$ cat src/hw/srbg_map.vh
// Register map, field positions and reset values of the serial rate generator
`ifndef SRBG_MAP_VH
`define SRBG_MAP_VH
// ==========================================================
// Word offsets (byte address = 4 * index)
`define SRBG_IDX_BAUD_CONTROL   3'h0
`define SRBG_IDX_RECEIVE_STATUS 3'h1
`define SRBG_IDX_DIVISOR_LOW    3'h2
`define SRBG_IDX_DIVISOR_HIGH   3'h3
`define SRBG_IDX_TRANSMIT_STAT  3'h4
// ==========================================================
// Field positions
`define SRBG_BIT_RX_IDLE        6
`define SRBG_BIT_WIDE_SEL       3
`define SRBG_BIT_SYNC_MODE      4
`define SRBG_BIT_HIGH_SPEED     2
// ==========================================================
// Reset values
`define SRBG_RST_BYTE           8'h00
`define SRBG_RST_BAUD_CONTROL   8'h40
// ==========================================================
// Prescale counts
`define SRBG_PRE_SLOW           6'h3F
`define SRBG_PRE_MID            6'h0F
`define SRBG_PRE_FAST           6'h03
`endif

$ cat src/hw/srbg_rate_gen.v
// Programmable baud rate generator with an Avalon-MM register slave
`timescale 1ns/1ps
`default_nettype none
`include "srbg_map.vh"

module srbg_rate_gen #(
    parameter ADDR_W = 3
) (
    input  wire              clk,
    input  wire              reset,
    input  wire [ADDR_W-1:0] avs_address,
    input  wire              avs_read,
    input  wire              avs_write,
    input  wire [31:0]       avs_writedata,
    output reg  [31:0]       avs_readdata,
    output wire              avs_waitrequest,
    input  wire              receive_idle_flag,
    output reg               rate_tick,
    output reg               timer_tick
);

    // ==========================================================
    // Register file
    // Control and divisor bytes; receive status is plain storage, transmit status bits 4 and 2 select sync and high speed
    reg  [7:0]  baud_control_q;
    reg  [7:0]  receive_status_control_q;
    reg  [7:0]  divisor_low_byte_q;
    reg  [7:0]  divisor_high_byte_q;
    reg  [7:0]  transmit_status_control_q;
    reg         ack_q;
    reg  [15:0] timer_q;
    reg  [5:0]  pre_q;
    reg  [2:0]  idle_sync_q;

    wire wide_counter_select = baud_control_q[`SRBG_BIT_WIDE_SEL];
    wire high_speed_select   = transmit_status_control_q[`SRBG_BIT_HIGH_SPEED];
    wire sync_mode           = transmit_status_control_q[`SRBG_BIT_SYNC_MODE];
    wire access              = (avs_read | avs_write) & ~ack_q;
    wire wr_en               = avs_write & ack_q;
    wire divisor_write       = wr_en & ((avs_address == `SRBG_IDX_DIVISOR_LOW) |
                                        (avs_address == `SRBG_IDX_DIVISOR_HIGH));

    // One wait state on every access; answer at the second edge
    // Costs a cycle per access but lets read data come from a flop
    assign avs_waitrequest = (avs_read | avs_write) & ~ack_q;


    // Acknowledge flop, cleared after each completed access
    // Falls after one cycle, so back-to-back requests each get a wait state
    always @(posedge clk or posedge reset) begin
        if (reset) begin
            ack_q <= 1'b0;
        end else begin
            ack_q <= access;
        end
    end

    // Writes land on the edge where waitrequest is low
    // Only the answer edge writes, so a held request lands exactly once
    always @(posedge clk or posedge reset) begin
        if (reset) begin
            baud_control_q            <= `SRBG_RST_BYTE;
            receive_status_control_q  <= `SRBG_RST_BYTE;
            divisor_low_byte_q        <= `SRBG_RST_BYTE;
            divisor_high_byte_q       <= `SRBG_RST_BYTE;
            transmit_status_control_q <= `SRBG_RST_BYTE;
        end else if (wr_en) begin
            case (avs_address)
                `SRBG_IDX_BAUD_CONTROL: begin
                    // Only implemented control bits keep a value
                    baud_control_q <= avs_writedata[7:0] & 8'h1B;
                end
                `SRBG_IDX_RECEIVE_STATUS: begin
                    receive_status_control_q <= avs_writedata[7:0];
                end
                `SRBG_IDX_DIVISOR_LOW: begin
                    divisor_low_byte_q <= avs_writedata[7:0];
                end
                `SRBG_IDX_DIVISOR_HIGH: begin
                    divisor_high_byte_q <= avs_writedata[7:0];
                end
                `SRBG_IDX_TRANSMIT_STAT: begin
                    transmit_status_control_q <= avs_writedata[7:0];
                end
                default: begin
                    // Unmapped words swallow the write
                end
            endcase
        end
    end


    // Idle flag comes from the receiver pin domain: three-flop filter
    // Reset to idle so no false busy shows right after reset
    always @(posedge clk or posedge reset) begin
        if (reset) begin
            idle_sync_q <= 3'h7;
        end else begin
            idle_sync_q <= {idle_sync_q[1:0], receive_idle_flag};
        end
    end

    reg idle_q;
    // Change accepted once second and third stages agree
    // A one-cycle glitch in the first stage never reaches software
    always @(posedge clk or posedge reset) begin
        if (reset) begin
            idle_q <= 1'b1;
        end else if (idle_sync_q[1] == idle_sync_q[2]) begin
            idle_q <= idle_sync_q[2];
        end
    end


    // Read mux; unmapped words read as zero
    // Loaded at the first edge so the data stands through the answer cycle
    always @(posedge clk or posedge reset) begin
        if (reset) begin
            avs_readdata <= 32'h00000000;
        end else if (access & avs_read) begin
            case (avs_address)
                `SRBG_IDX_BAUD_CONTROL: begin
                    // Bit 6 is live idle status, not a stored bit
                    avs_readdata <= {24'h000000, baud_control_q[7], idle_q,
                                     baud_control_q[5:0]};
                end
                `SRBG_IDX_RECEIVE_STATUS: begin
                    avs_readdata <= {24'h000000, receive_status_control_q};
                end
                `SRBG_IDX_DIVISOR_LOW: begin
                    avs_readdata <= {24'h000000, divisor_low_byte_q};
                end
                `SRBG_IDX_DIVISOR_HIGH: begin
                    avs_readdata <= {24'h000000, divisor_high_byte_q};
                end
                `SRBG_IDX_TRANSMIT_STAT: begin
                    avs_readdata <= {24'h000000, transmit_status_control_q};
                end
                default: begin
                    avs_readdata <= 32'h00000000;
                end
            endcase
        end
    end

    // ==========================================================
    // Rate timer
    // Counts 0 up to the reload and wraps, so a period is reload plus one
    // Compare with >= so a reload lowered below the count wraps at once
    // instead of running round all 65536 values first

    wire [15:0] divisor_n = {divisor_high_byte_q, divisor_low_byte_q};
    // Width select; high byte ignored in 8-bit mode
    wire [15:0] reload = wide_counter_select ? divisor_n : {8'h00, divisor_low_byte_q};
    wire        wrap   = (timer_q >= reload);

    // Free-running up counter, period n+1
    // Write clear wins over the wrap so the new rate starts from zero
    always @(posedge clk or posedge reset) begin
        if (reset) begin
            timer_q    <= 16'h0000;
            timer_tick <= 1'b0;
        end else if (divisor_write) begin
            timer_q    <= 16'h0000;
            timer_tick <= 1'b0;
        end else begin
            timer_q    <= wrap ? 16'h0000 : timer_q + 16'h0001;
            timer_tick <= wrap;
        end
    end

    // ==========================================================
    // Prescaler
    reg [5:0] pre_limit;
    // Limit is the multiplier minus one: 63, 15 or 3 timer periods
    // Sync mode forces the fastest multiplier whatever high speed says
    // Multiplier 64, 16 or 4 from mode bits
    always @* begin
        if (sync_mode | (wide_counter_select & high_speed_select)) begin
            pre_limit = `SRBG_PRE_FAST;
        end else if (wide_counter_select | high_speed_select) begin
            pre_limit = `SRBG_PRE_MID;
        end else begin
            pre_limit = `SRBG_PRE_SLOW;
        end
    end


    // Moves only on timer wraps, so the whole chain is one enable pulse
    // A limit lowered under the count ends the period at the next wrap
    // Timer wrap divided by the prescale count (the prescaler gives the 64x, 16x or 4x of the timer period)
    always @(posedge clk or posedge reset) begin
        if (reset) begin
            pre_q     <= 6'h00;
            rate_tick <= 1'b0;
        end else if (divisor_write) begin
            pre_q     <= 6'h00;
            rate_tick <= 1'b0;
        end else begin
            rate_tick <= 1'b0;
            if (wrap) begin
                if (pre_q >= pre_limit) begin
                    pre_q     <= 6'h00;
                    rate_tick <= 1'b1;
                end else begin
                    pre_q <= pre_q + 6'h01;
                end
            end
        end
    end

endmodule // srbg_rate_gen
`default_nettype wire

$ cat config.mk
export PLATFORM = sky130hd
export DESIGN_NAME = srbg_rate_gen
export DESIGN_NICKNAME = d
export VERILOG_FILES = /design/src/hw/srbg_rate_gen.v
export VERILOG_INCLUDE_DIRS = /design/src /design/src/hw
export SDC_FILE = /design/constraint.sdc
export NUM_CORES = 1
export LEC_CHECK = 0
export ABC_CLOCK_PERIOD_IN_PS = 4700
export BUFFER_PORTS_ARGS = -buffer_cell sky130_fd_sc_hd__buf_2
export CORE_MARGIN = 5
export CORE_UTILIZATION = 44
export DETAILED_ROUTE_END_ITERATION = 8
export GPL_ROUTABILITY_DRIVEN = 0
export PLACE_DENSITY = 0.65
export SYNTH_ARGS = -nofsm -noshare
export SYNTH_HDL_FRONTEND = slang
export SYNTH_SLANG_ARGS = --single-unit
$ cat constraint.sdc
create_clock -name clk -period 4.7 [get_ports clk]
set_input_delay 0 -clock clk [delete_from_list [all_inputs] [get_ports clk]]
set_output_delay 0 -clock clk [all_outputs]
set_load 0.01 [all_outputs]
# Yosys cells after proc, flatten, opt, wreduce, memory -nomap -nowiden

Index checks and enable logic that the tools add are counted.

Shift operators: 0
Divide/modulo/power cells: 0
Bitwise gates (word level): 10
Magnitude comparators: 2
Muxes and demuxes: 13
Multipliers: 0
Equal/unequal tests: 5
$add $sub $neg: 2
Reduce and logical (&&, ||, !) cells: 7

Operators with widths:

| kind                  | number |
|---|---|
| $mux 16               | 3 |
| $pmux 8 s5            | 1 |
| $mux 6                | 5 |
| $add 16x1->16 const B | 1 |
| $ge 16x16->1          | 1 |
| $reduce_and 2->1      | 5 |
| $add 6x1->6 const B   | 1 |
| $eq 3x2->1 const B    | 2 |
| $ge 6x6->1            | 1 |
| $and 1x1->1           | 5 |
| $mux 1                | 4 |
| $or 1x1->1            | 4 |
| $eq 3x1->1 const B    | 1 |
| $eq 3x3->1 const B    | 1 |
| $logic_not 3->1       | 1 |
| $reduce_bool 2->1     | 1 |
| $eq 1x1->1            | 1 |
| $not 1->1             | 1 |

Latch bits: 0
Bits in registers: 97
Logic and storage cells: 52
Memory bits (writable): 0
Memories kept: 0
Output and inout port bits: 35
Memory bits (read-only): 0

# Logic depth before layout (Yosys ltp)

Gate-level depths: netlist (run 1).

Depth after elaboration: 7
Depth in mapped cells: 11

# Worst setup path before layout (run 1)

OpenSTA, ideal clock, no wires.

Path kind: register -> register
From: register baud_control_q[3]
To: register pre_q[1]
Data arrival time: 2.158 ns
Required time: 4.623 ns
Cell stages (with the launch flop): 11
Setup slack: 2.464 ns
Period minus slack after synthesis: 2.236 ns
Cells stage by stage: dfrtp_1 clkbuf_1 nand2_1 ha_1 nand4_1 nor3_2 nand3b_1 and4_4 buf_6 or3b_1 a21oi_1

Word-level cells in the longest chain between the ends: 7
Elaborated cells on any way between the ends: 12
Classes of those cells: 2 x order compare; 6 x mux; 3 x bitwise; 1 x reduce/logical

Ends and longest elaborated chain:

| what                                      | line                                     | source |
|---|---|---|
| start: declaration                        | srbg_rate_gen.v:25                       | `reg [7:0] baud_control_q;` |
| start signal: assignment                  | srbg_rate_gen.v:62                       | `` baud_control_q <= `SRBG_RST_BYTE; `` |
| start signal: assignment                  | srbg_rate_gen.v:71                       | `baud_control_q <= avs_writedata[7:0] & 8'h1B;` |
| $and 1x1->1 or $or 1x1->1 (tied branches) | srbg_rate_gen.v:179, srbg_rate_gen.v:181 |  |
| $or 1x1->1 or $mux 6 (tied branches)      | srbg_rate_gen.v:179, srbg_rate_gen.v:181 |  |
| $mux 6                                    | srbg_rate_gen.v:179                      | `if (sync_mode \| (wide_counter_select & high_speed_select)) begin` |
| $ge 6x6->1                                | srbg_rate_gen.v:202                      | `if (pre_q >= pre_limit) begin` |
| $mux 6                                    | srbg_rate_gen.v:202                      |  |
| $mux 6                                    | srbg_rate_gen.v:201                      | `if (wrap) begin` |
| $mux 6                                    | srbg_rate_gen.v:196                      | `end else if (divisor_write) begin` |
| end signal: assignment                    | srbg_rate_gen.v:206                      | `pre_q <= pre_q + 6'h01;` |
| end: declaration                          | srbg_rate_gen.v:32                       | `reg [5:0] pre_q;` |

Parallel ways exist; a longest one is shown, timed or not. The select of a mux whose other input is x is not followed.
A chain may end at the register's enable or synchronous reset.

# Final worst setup path (run 1)

From: register baud_control_q[3]
To: register pre_q[5]

Same word-level chain as after synthesis.

==> reports/summary.txt, run 1 <==
CTS Buffer Depth = 2
Final period util = 0.523
Mapped Area = 3970 um^2
share of cells above drive strength 1 = 0.239
Post-CTS Setup Repair Bufs = 0
GR Util All Layers = 0.155
asr flop ratio synth = 1.00
Root Buffer = clkbuf_8
Worst EP arrival = 2.69 ns
Worst VDD drop = 0.125 mV
antenna violations before repair = 0
vias in the first global route = 2786
Hold Fails Final Rpt = 0
die height = 105 um
number of antenna diodes = 0
die area = 11000 um^2
H-tree lvl count = 3
slew margin rel. = 0.446
leakage dissipation = 2.02 nW
number of synthesis warnings = 0
via count = 2779
DRC = 0
max-cap viol count = 0
Post-DRT Antenna Nets = 0
final wirelength = 8230 um
Rows = 34
number of cells upsized or downsized after cts = 0
total CTS buffers = 9
# fillers = 807
Final Max Tran Viols = 0
kind of critical path = register to register
CP endpoint kind = register
measured slew at the worst slew-check pin = 0.828 ns
Die W = 105 um
Startpoint Class = register
Synth-to-Final Area Change = 10.8%
Top delay family on crit path = simple AND/OR/NAND/NOR gates
status = completed
nets = 463
Synth Area per Inst = 10.8 um^2
post-layout min period = 2.46 ns
commonest register cell after synthesis = dfrtp_1
Slowest-stage cell, CP = dfrtp_1
first-pass GRT wire length = 14000 um
cts hold-fix bufs = 12
setup_tns = 0 ns
Mapped Cells = 366
Setup Skew = 0.0127 ns
Avg Vias per Cell = 5.41
pin count of the biggest net entering global routing = 50
hpwl dp = 5990 um
clock latency on the worst-skew pair = 0.35 ns
routed len/inst = 16.0 um
Max Fclk = 407 MHz
final setup vio count = 0
worst min-delay path class = input pin to register
Post-synth EDFFs = 0
worst path cell trace = nand2_1, ha_1, nand4_1, nor3_2, o21ai_0, and4_4, or2_1, o41ai_1
CP bufs+invs = 0
Final Worst Setup Slack = 2.24 ns
initial drt markers = 118
Crit Path Max Fanout = 12
PortBufs = 26
Initial Util = 0.453
max incr delay on CP = 0.56 ns
IO Count = 75
Clock Pin Slew Worst Setup and Hold Paths = 0.09 ns
RSZ-0062 raised after global routing = false
GR Overflow Total = 0
CTS tree = built
synth unique cells = 51
Seq/Total Area, Yosys = 0.462
CTS Sinks = 73
Synth Register Bits = 73
Req. time, crit path = 4.93 ns
P per Cell Area = 425 nW/um^2
pre-CTS setup slack = 2.29 ns
Core Area = 8760 um^2
Initial DRT Pass Iterations = 4
stage by stage:
step	hold WS [ns]	util	area, um^2	total power [mW]	std cells
after floorplan	0.00448	-	4060	1.25	389
after global placement	0.0660	0.465	4080	1.34	486
after detailed placement	0.0849	0.465	4080	1.37	486
after CTS	0.136	0.502	4400	1.88	514
after global routing	0.155	0.502	4400	2.00	514
final	0.155	0.502	4400	1.87	514
metal layers:
| metal | share of wire | track usage | up-vias |
|---|---|---|---|
| li1 | - | - | 1323 |
| met1 | 0.47 | 0.217 | 1360 |
| met2 | 0.46 | 0.237 | 76 |
| met3 | 0.048 | 0.0277 | 20 |
| met4 | 0.020 | 0.0667 | 0 |
| met5 | 0 | 0 | - |
sequential cells by signal (all words and copies together), names as in the netlist:
| name | flops |
|---|---|
| pre_q | 6 |
| rate_tick | 1 |
| ack_q | 1 |
| receive_status_control_q | 8 |
| baud_control_q | 4 |
| avs_readdata | 8 |
| idle_q | 1 |
| timer_tick | 1 |
| divisor_high_byte_q | 8 |
| idle_sync_q | 3 |
| divisor_low_byte_q | 8 |
| transmit_status_control_q | 8 |
| timer_q | 16 |
placed cells by master, fill, tap and decap left out, types with 2 or more instances in the layout:
| cell | n |
|---|---|
| and3_1 | 3 |
| o211ai_1 | 4 |
| a22oi_1 | 13 |
| dlygate4sd3_1 | 12 |
| xor2_1 | 9 |
| inv_1 | 10 |
| nand2_1 | 30 |
| buf_2 | 26 |
| ha_1 | 22 |
| clkbuf_8 | 9 |
| o21ai_0 | 17 |
| inv_6 | 2 |
| nor3_2 | 2 |
| nor2_1 | 18 |
| dfrtp_1 | 69 |
| a21oi_1 | 9 |
| xnor2_1 | 5 |
| nor2_4 | 9 |
| mux2i_1 | 4 |
| conb_1 | 24 |
| clkinv_4 | 2 |
| a21o_1 | 2 |
| nand4_1 | 8 |
| nand3_1 | 8 |
| nor2b_1 | 6 |
| o22ai_1 | 8 |
| mux2_2 | 30 |
| nand2b_1 | 4 |
| nand3b_1 | 2 |
| nor2_2 | 2 |
| dfstp_2 | 4 |
| a22o_1 | 8 |
| o41ai_1 | 2 |
path summary, 6_finish.rpt:
check                                   from               endpoint  slack (ns)  cells after the start
max                        baud_control_q[3]               pre_q[5]        2.24                      8
min                           avs_address[2]        avs_readdata[0]        0.15                      3
max reg2reg                baud_control_q[3]               pre_q[5]        2.24                      8
min reg2reg                   idle_sync_q[0]         idle_sync_q[1]        0.36                      0
max in group asynchronous              reset  divisor_low_byte_q[6]        3.45                      4
min in group asynchronous              reset            timer_q[14]        0.24                      3
logic make-up after synthesis:
family                   synth area share
AND/OR/NAND/NOR                     0.152
flip-flops                          0.462
AO/OA/AOI/OAI                       0.114
buffers and inverters              0.0741
multiplexers                       0.0952
adder cells (fa/ha/maj)            0.0719
XOR/XNOR                           0.0309
other                            0.000945
area by class of cell:
cell class	instances	area, um^2	share of cell area
clock buffer	9	124	0.0282
clock inverter	7	77.6	0.0176
inverter	11	41.3	0.00939
multi-input combinational	267	1930	0.439
sequential	73	1830	0.417
tap	108	135	0.0307
timing repair buffer	39	258	0.0586
power breakdown:
group          internal (mW)  total (mW)  switching, mW
combinational          0.229       0.473          0.244
sequential             0.767       0.887          0.120
clock                  0.250       0.507          0.257
total                   1.25        1.87          0.621
worst min-delay path: stages:
cell and delay [ns]:
buf_2 0.18, o22ai_1 0.15, a22o_1 0.14
synth_stat cells, types with 9 or more instances:
library cell / count / share of area
a21oi_1: 9 / 0.011
nand2_1: 30 / 0.028
nor2_1: 18 / 0.017
o21ai_0: 17 / 0.021
mux2_2: 30 / 0.085
a22oi_1: 13 / 0.025
ha_1: 22 / 0.069
xor2_1: 9 / 0.020
dfrtp_1: 69 / 0.44
nor2_4: 9 / 0.026
buf_4: 24 / 0.045
inv_1: 11 / 0.010
Power figures use the tool's default switching activity.
==> run 2: changes to the inputs <==
Settings changed: ABC_CLOCK_PERIOD_IN_PS 4700 to 2300.
Clock period 4.7 ns to 2.3 ns, I/O delays scaled along.
==> reports/summary.txt, run 2 (synthesis results as in run 1) <==
Initial Util = 0.453 (unchanged)
slew margin rel. = 0.574 (was 0.446)
max reg flops = 16 (unchanged)
Slowest-stage cell, CP = dfrtp_2 (was dfrtp_1)
initial drt markers = 109 (was 118)
highest-count cells in the layout ignoring fill and taps = dfrtp_1 (68), nand2_1 (30), mux2_2 (30), buf_2 (26), conb_1 (24) (was dfrtp_1 (69), nand2_1 (30), mux2_2 (30), buf_2 (26), conb_1 (24))
P per Cell Area = 885 nW/um^2 (was 425 nW/um^2)
Final Max Tran Viols = 0 (unchanged)
Avg Vias per Cell = 5.31 (was 5.41)
antenna violations before repair = 0 (unchanged)
post-layout min period = 2.21 ns (was 2.46 ns)
via count = 2806 (was 2779)
max-cap viol count = 0 (unchanged)
clock latency on the worst-skew pair = 0.36 ns (was 0.35 ns)
most common cell after layout, fill and taps aside = dfrtp_1 (unchanged)
Hold Fails Final Rpt = 0 (unchanged)
hold endpoint = avs_readdata[3] (was avs_readdata[0])
Startpoint Class = register (unchanged)
CTS tree = built (unchanged)
Placed Cells incl. Taps = 495 (was 486)
PortBufs = 26 (unchanged)
max incr delay on CP = 0.42 ns (was 0.56 ns)
total CTS buffers = 9 (unchanged)
CP endpoint kind = register (unchanged)
Max Fclk = 452 MHz (was 407 MHz)
Reg2Reg Launch Point = baud_control_q[3] (unchanged)
DRC = 0 (unchanged)
status = completed (unchanged)
worst r2r path cells = 8 (unchanged)
routed len/inst = 15.9 um (was 16.0 um)
leakage dissipation = 2.13 nW (was 2.02 nW)
highest metal used = met4 (unchanged)
DR WL met3 = 515 um (was 396 um)
hpwl dp = 5950 um (was 5990 um)
pin count of the biggest net entering global routing = 74 (was 50)
wire length on met1 = 3830 um (was 3840 um)
nets = 477 (was 463)
final instance area = 4600 um^2 (was 4400 um^2)
Synth-to-Final Area Change = 16.0% (was 10.8%)
Rows = 34 (unchanged)
die height = 105 um (unchanged)
GR Util All Layers = 0.156 (was 0.155)
Die W = 105 um (unchanged)
CTS Sinks = 73 (unchanged)
Core Area = 8760 um^2 (unchanged)
first-pass GRT wire length = 13800 um (was 14000 um)
Final period util = 0.961 (was 0.523)
Hold Crit Depth = 3 (unchanged)
reg2reg end = pre_q[5] (unchanged)
Layout Cells excl Fill = 528 (was 514)
CP most frequent cell = a21o_1
Root Buffer = clkbuf_8 (unchanged)
FF-to-FF setup slack = 0.09 ns (was 2.24 ns)
GR Overflow Total = 0 (unchanged)
worst path cell trace = clkbuf_2, a21o_1, ha_1, a21o_1, a21oi_1, o21ai_4, or2_4, o41ai_2 (was nand2_1, ha_1, nand4_1, nor3_2, o21ai_0, and4_4, or2_1, o41ai_1)
final setup vio count = 0 (unchanged)
Placed Area = 4170 um^2 (was 4080 um^2)
share of cells above drive strength 1 = 0.281 (was 0.239)
kind of critical path = register to register (unchanged)
Worst EP arrival = 2.46 ns (was 2.69 ns)
Crit Path Max Fanout = 5 (was 12)
Post-DRT Antenna Nets = 0 (unchanged)
IO Count = 75 (unchanged)
Worst VDD drop = 0.295 mV (was 0.125 mV)
H-tree lvl count = 3 (unchanged)
hold_sp = avs_address[2] (unchanged)
Clock Pin Slew Worst Setup and Hold Paths = 0.08 ns (was 0.09 ns)
die area = 11000 um^2 (unchanged)
Req. time, crit path = 2.55 ns (was 4.93 ns)
measured slew at the worst slew-check pin = 0.633 ns (was 0.828 ns)
final wirelength = 8390 um (was 8230 um)
Initial DRT Pass Iterations = 4 (unchanged)
Setup Skew = 0.00604 ns (was 0.0127 ns)
CTS Buffer Depth = 2 (unchanged)
vias in the first global route = 2733 (was 2786)
met2 routed WL = 3970 um (was 3830 um)
number of antenna diodes = 0 (unchanged)
worst min-delay path class = input pin to register (unchanged)
Top reg by flops = timer_q (unchanged)
==> run 2: cell types whose count changed in the layout (fill, tap and decap cells not counted), sizes merged <==
cell,before,now
clkinv,3,2
bufinv,1,2
buf,27,40
clkbuf,9,11
inv,13,12
==> run 2: worst max-delay path: cells and delay by family (launching register included) <==
| family | cells | cell delay (ns) |
|---|---|---|
| adder cells (fa/ha/maj) | 1 | 0.27 |
| AO/OA/AOI/OAI | 5 | 0.99 |
| flip-flops | 1 | 0.42 |
| AND/OR/NAND/NOR | 1 | 0.28 |
| buffers and inverters | 1 | 0.15 |
==> run 2: final cells by class <==
type	count	area, um^2
well taps	108	135
flip-flops and latches	73	1830
inverters	11	41.3
multi-input cells	267	1980
repair buffers	53	385
clock buffers	10	138
clock inverters	6	90.1
fillers	781	4160
==> run 2: routing by layer <==
metal | vias to the layer above | GRT usage
met2 | 66 | 0.238
met4 | 0 | 0.0411
met1 | 1387 | 0.214
met5 | - | 0
li1 | 1344 | -
met3 | 9 | 0.0530
==> run 2: power breakdown <==
group	switching (mW)	internal [mW]	total (mW)
sequential	0.226	1.57	1.79
combinational	0.572	0.564	1.14
clock	0.497	0.644	1.14
==> run 2: what timing repair did <==
item                       in CTS  in global routing
gates cloned                    0                  0
setup buffers                   0                  5
gates resized for setup         1                  8
hold buffers                   12                  0
hold endpoints to repair      107                  0
pin swaps                       0                  1
setup endpoints to repair       2                  5
==> run 2: per-stage QoR <==
step	hold WS [ns]	setup slack, ns	TNS, ns	power [mW]	utilization
6_report	0.157	0.0891	0	4.07	0.525
5_1_grt	0.175	-0.0334	-0.0593	4.34	0.525
4_1_cts	0.152	0.0185	0	4.01	0.515
3_5_place_dp	0.107	-0.00998	-0.0157	2.84	0.476
3_3_place_gp	0.110	0.0597	0	2.79	0.476
2_1_floorplan	0.00448	0.0642	0	2.56	-
==> run 2: worst max-delay path by stage <==
stage                       from        to  slack, ns  depth (start not counted)
3_5_place_dp   baud_control_q[3]  pre_q[3]      -0.01                          8
4_1_cts        baud_control_q[3]  pre_q[5]       0.02                          8
6_report       baud_control_q[3]  pre_q[5]       0.09                          8
2_1_floorplan  baud_control_q[3]  pre_q[1]       0.06                         10
3_3_place_gp   baud_control_q[3]  pre_q[5]       0.06                          8
5_1_grt        baud_control_q[3]  pre_q[3]      -0.03                          8
==> run 3: changes to the inputs <==
Settings changed: ABC_CLOCK_PERIOD_IN_PS 2300 to 2050.
Clock period 2.3 ns to 2.05 ns, I/O delays scaled along.
==> reports/summary.txt, run 3 (synthesis results as in run 1) <==
Post-DRT Antenna Nets = 0 (unchanged)
Reg2Reg Launch Point = baud_control_q[3] (unchanged)
H-tree lvl count = 3 (unchanged)
final setup vio count = 20 (was 0)
IO Count = 75 (unchanged)
P per Cell Area = 968 nW/um^2 (was 885 nW/um^2)
vias in the first global route = 2896 (was 2733)
CTS Sinks = 73 (unchanged)
hold endpoint = avs_readdata[1] (was avs_readdata[3])
kind of critical path = register to register (unchanged)
final wirelength = 8870 um (was 8390 um)
worst r2r path cells = 11 (was 8)
Placed Cells incl. Taps = 505 (was 495)
GR Overflow Total = 0 (unchanged)
first-pass GRT wire length = 14400 um (was 13800 um)
pin count of the biggest net entering global routing = 54 (was 74)
Clock Pin Slew Worst Setup and Hold Paths = 0.08 ns (about the same)
CTS Buffer Depth = 2 (unchanged)
worst min-delay path class = input pin to register (unchanged)
CTS tree = built (unchanged)
total chip power = 4.74 mW (was 4.07 mW)
initial drt markers = 141 (was 109)
Multi-input gate area = 2200 um^2 (was 1980 um^2)
slew margin rel. = 0.604 (was 0.574)
Initial DRT Pass Iterations = 5 (was 4)
Max Fclk = 472 MHz (was 452 MHz)
number of antenna diodes = 0 (unchanged)
Worst VDD drop = 0.405 mV (was 0.295 mV)
Final Max Tran Viols = 0 (unchanged)
PortBufs = 26 (unchanged)
hpwl dp = 6080 um (was 5950 um)
FF-to-FF setup slack = -0.07 ns (was 0.09 ns)
hold_sp = avs_address[2] (unchanged)
nets = 489 (was 477)
Rows = 34 (unchanged)
post-layout min period = 2.12 ns (was 2.21 ns)
routed len/inst = 16.4 um (was 15.9 um)
highest-count cells in the layout ignoring fill and taps = dfrtp_1 (68), mux2_2 (30), buf_2 (26), nand2_1 (24), conb_1 (24) (was dfrtp_1 (68), nand2_1 (30), mux2_2 (30), buf_2 (26), conb_1 (24))
DRC = 0 (unchanged)
reg2reg end = timer_q[15] (was pre_q[5])
antenna violations before repair = 0 (unchanged)
max-cap viol count = 0 (unchanged)
CP endpoint kind = register (unchanged)
share of cells above drive strength 1 = 0.352 (was 0.281)
Final period util = 1.03 (was 0.961)
Setup Skew = 0.00700 ns (was 0.00604 ns)
Top reg by flops = timer_q (unchanged)
failing checks = setup timing
Startpoint Class = register (unchanged)
Root Buffer = clkbuf_8 (unchanged)
die height = 105 um (unchanged)
most common cell after layout, fill and taps aside = dfrtp_1 (unchanged)
total CTS buffers = 9 (unchanged)
status = complete, but fails checks (was completed)
RSZ-0062 raised after global routing = true
clock latency on the worst-skew pair = 0.35 ns (was 0.36 ns)
Die W = 105 um (unchanged)
Layout Cells excl Fill = 540 (was 528)
measured slew at the worst slew-check pin = 0.594 ns (was 0.633 ns)
Synth-to-Final Area Change = 23.3% (was 16.0%)
die area = 11000 um^2 (unchanged)
Final Worst Setup Slack = -0.0673 ns (was 0.0891 ns)
Hold Fails Final Rpt = 0 (unchanged)
max reg flops = 16 (unchanged)
Initial Util = 0.453 (unchanged)
Worst EP arrival = 2.36 ns (was 2.46 ns)
final core utilization = 0.558 (was 0.525)
Crit Path Max Fanout = 8 (was 5)
register area = 1830 um^2 (unchanged)
GR Util All Layers = 0.162 (was 0.156)
Core Area = 8760 um^2 (unchanged)
leakage dissipation = 2.21 nW (was 2.13 nW)
# fillers = 732 (was 781)
via count = 2879 (was 2806)
Avg Vias per Cell = 5.33 (was 5.31)
pre-CTS setup slack = -0.196 ns (was -0.00998 ns)
Req. time, crit path = 2.29 ns (was 2.55 ns)
Hold Crit Depth = 3 (unchanged)
-- run 3: cell count changes in the layout (fill, tap and decap cells not counted), moves of 3 or more --
cell | before | now
ha_4 | 0 | 8
buf_4 | 12 | 20
ha_1 | 22 | 14
buf_6 | 0 | 3
nor2_1 | 18 | 13
nand2_4 | 1 | 4
nand2_1 | 30 | 24
nor2_4 | 9 | 14
-- run 3: final cells by class --
type,count,area share
multi-input combinational,268,0.449
inverter,11,0.00844
tap,108,0.0276
clock inverter,6,0.0138
timing repair buffer,64,0.100
clock buffer,10,0.0261
sequential,73,0.375
-- run 3: worst max-delay path by stage --
stage                     slack, ns  cells past startpoint         startpoint          end
after CTS                     -0.03                      9  baud_control_q[3]     pre_q[5]
after detailed placement      -0.20                      8  baud_control_q[3]     pre_q[5]
final                         -0.07                     11  baud_control_q[3]  timer_q[15]
after floorplan               0.001                      8  baud_control_q[3]     pre_q[5]
after global placement        -0.08                      6  baud_control_q[3]     pre_q[3]
after global routing          -0.22                      9  baud_control_q[3]     pre_q[3]
-- run 3: power by group --
group          leakage, nW  total (mW)  switching (mW)  internal [mW]
logic                 1.19        1.62           0.804          0.819
registers            0.926        1.98           0.224           1.76
clock network       0.0929        1.13           0.565          0.566
-- run 3: timing repair --
item                                    CTS  global route
gates cloned                              1             0
buffers inserted                          3             3
endpoints found under the hold margin    58             0
endpoints found under the setup margin   22            23
gates resized for setup                  19            32
hold buffers                             12             0
pin swaps                                12            13
-- run 3: critical path, stage by stage (launching register included) --
cell and delay, ns:
dfrtp_2 0.40, buf_8 0.15, nand2_1 0.10, ha_4 0.28, nand2_1 0.08, nor3_2 0.20, nand3b_1 0.11, and4_4 0.21
buf_4 0.14, buf_12 0.13, nand2_8 0.15, nor2_4 0.05
-- run 3: per-layer routing --
metal	wire [um]	vias to the layer above	GRT usage
met3	484	10	0.0456
li1	-	1375	-
met1	3890	1434	0.218
met5	0	-	0
met4	93	0	0.0384
met2	4410	60	0.260
-- run 3: per-stage QoR --
| stage | hold slack, ns | TNS (ns) | cell area (um^2) |
|---|---|---|---|
| 6_report | 0.135 | -0.988 | 4890 |
| 5_1_grt | 0.147 | -2.96 | 4890 |
| 4_1_cts | 0.126 | -0.0715 | 4690 |
| 3_5_place_dp | 0.0444 | -0.673 | 4230 |
| 3_3_place_gp | 0.0426 | -0.174 | 4230 |
| 2_1_floorplan | 0.00448 | 0 | 4070 |
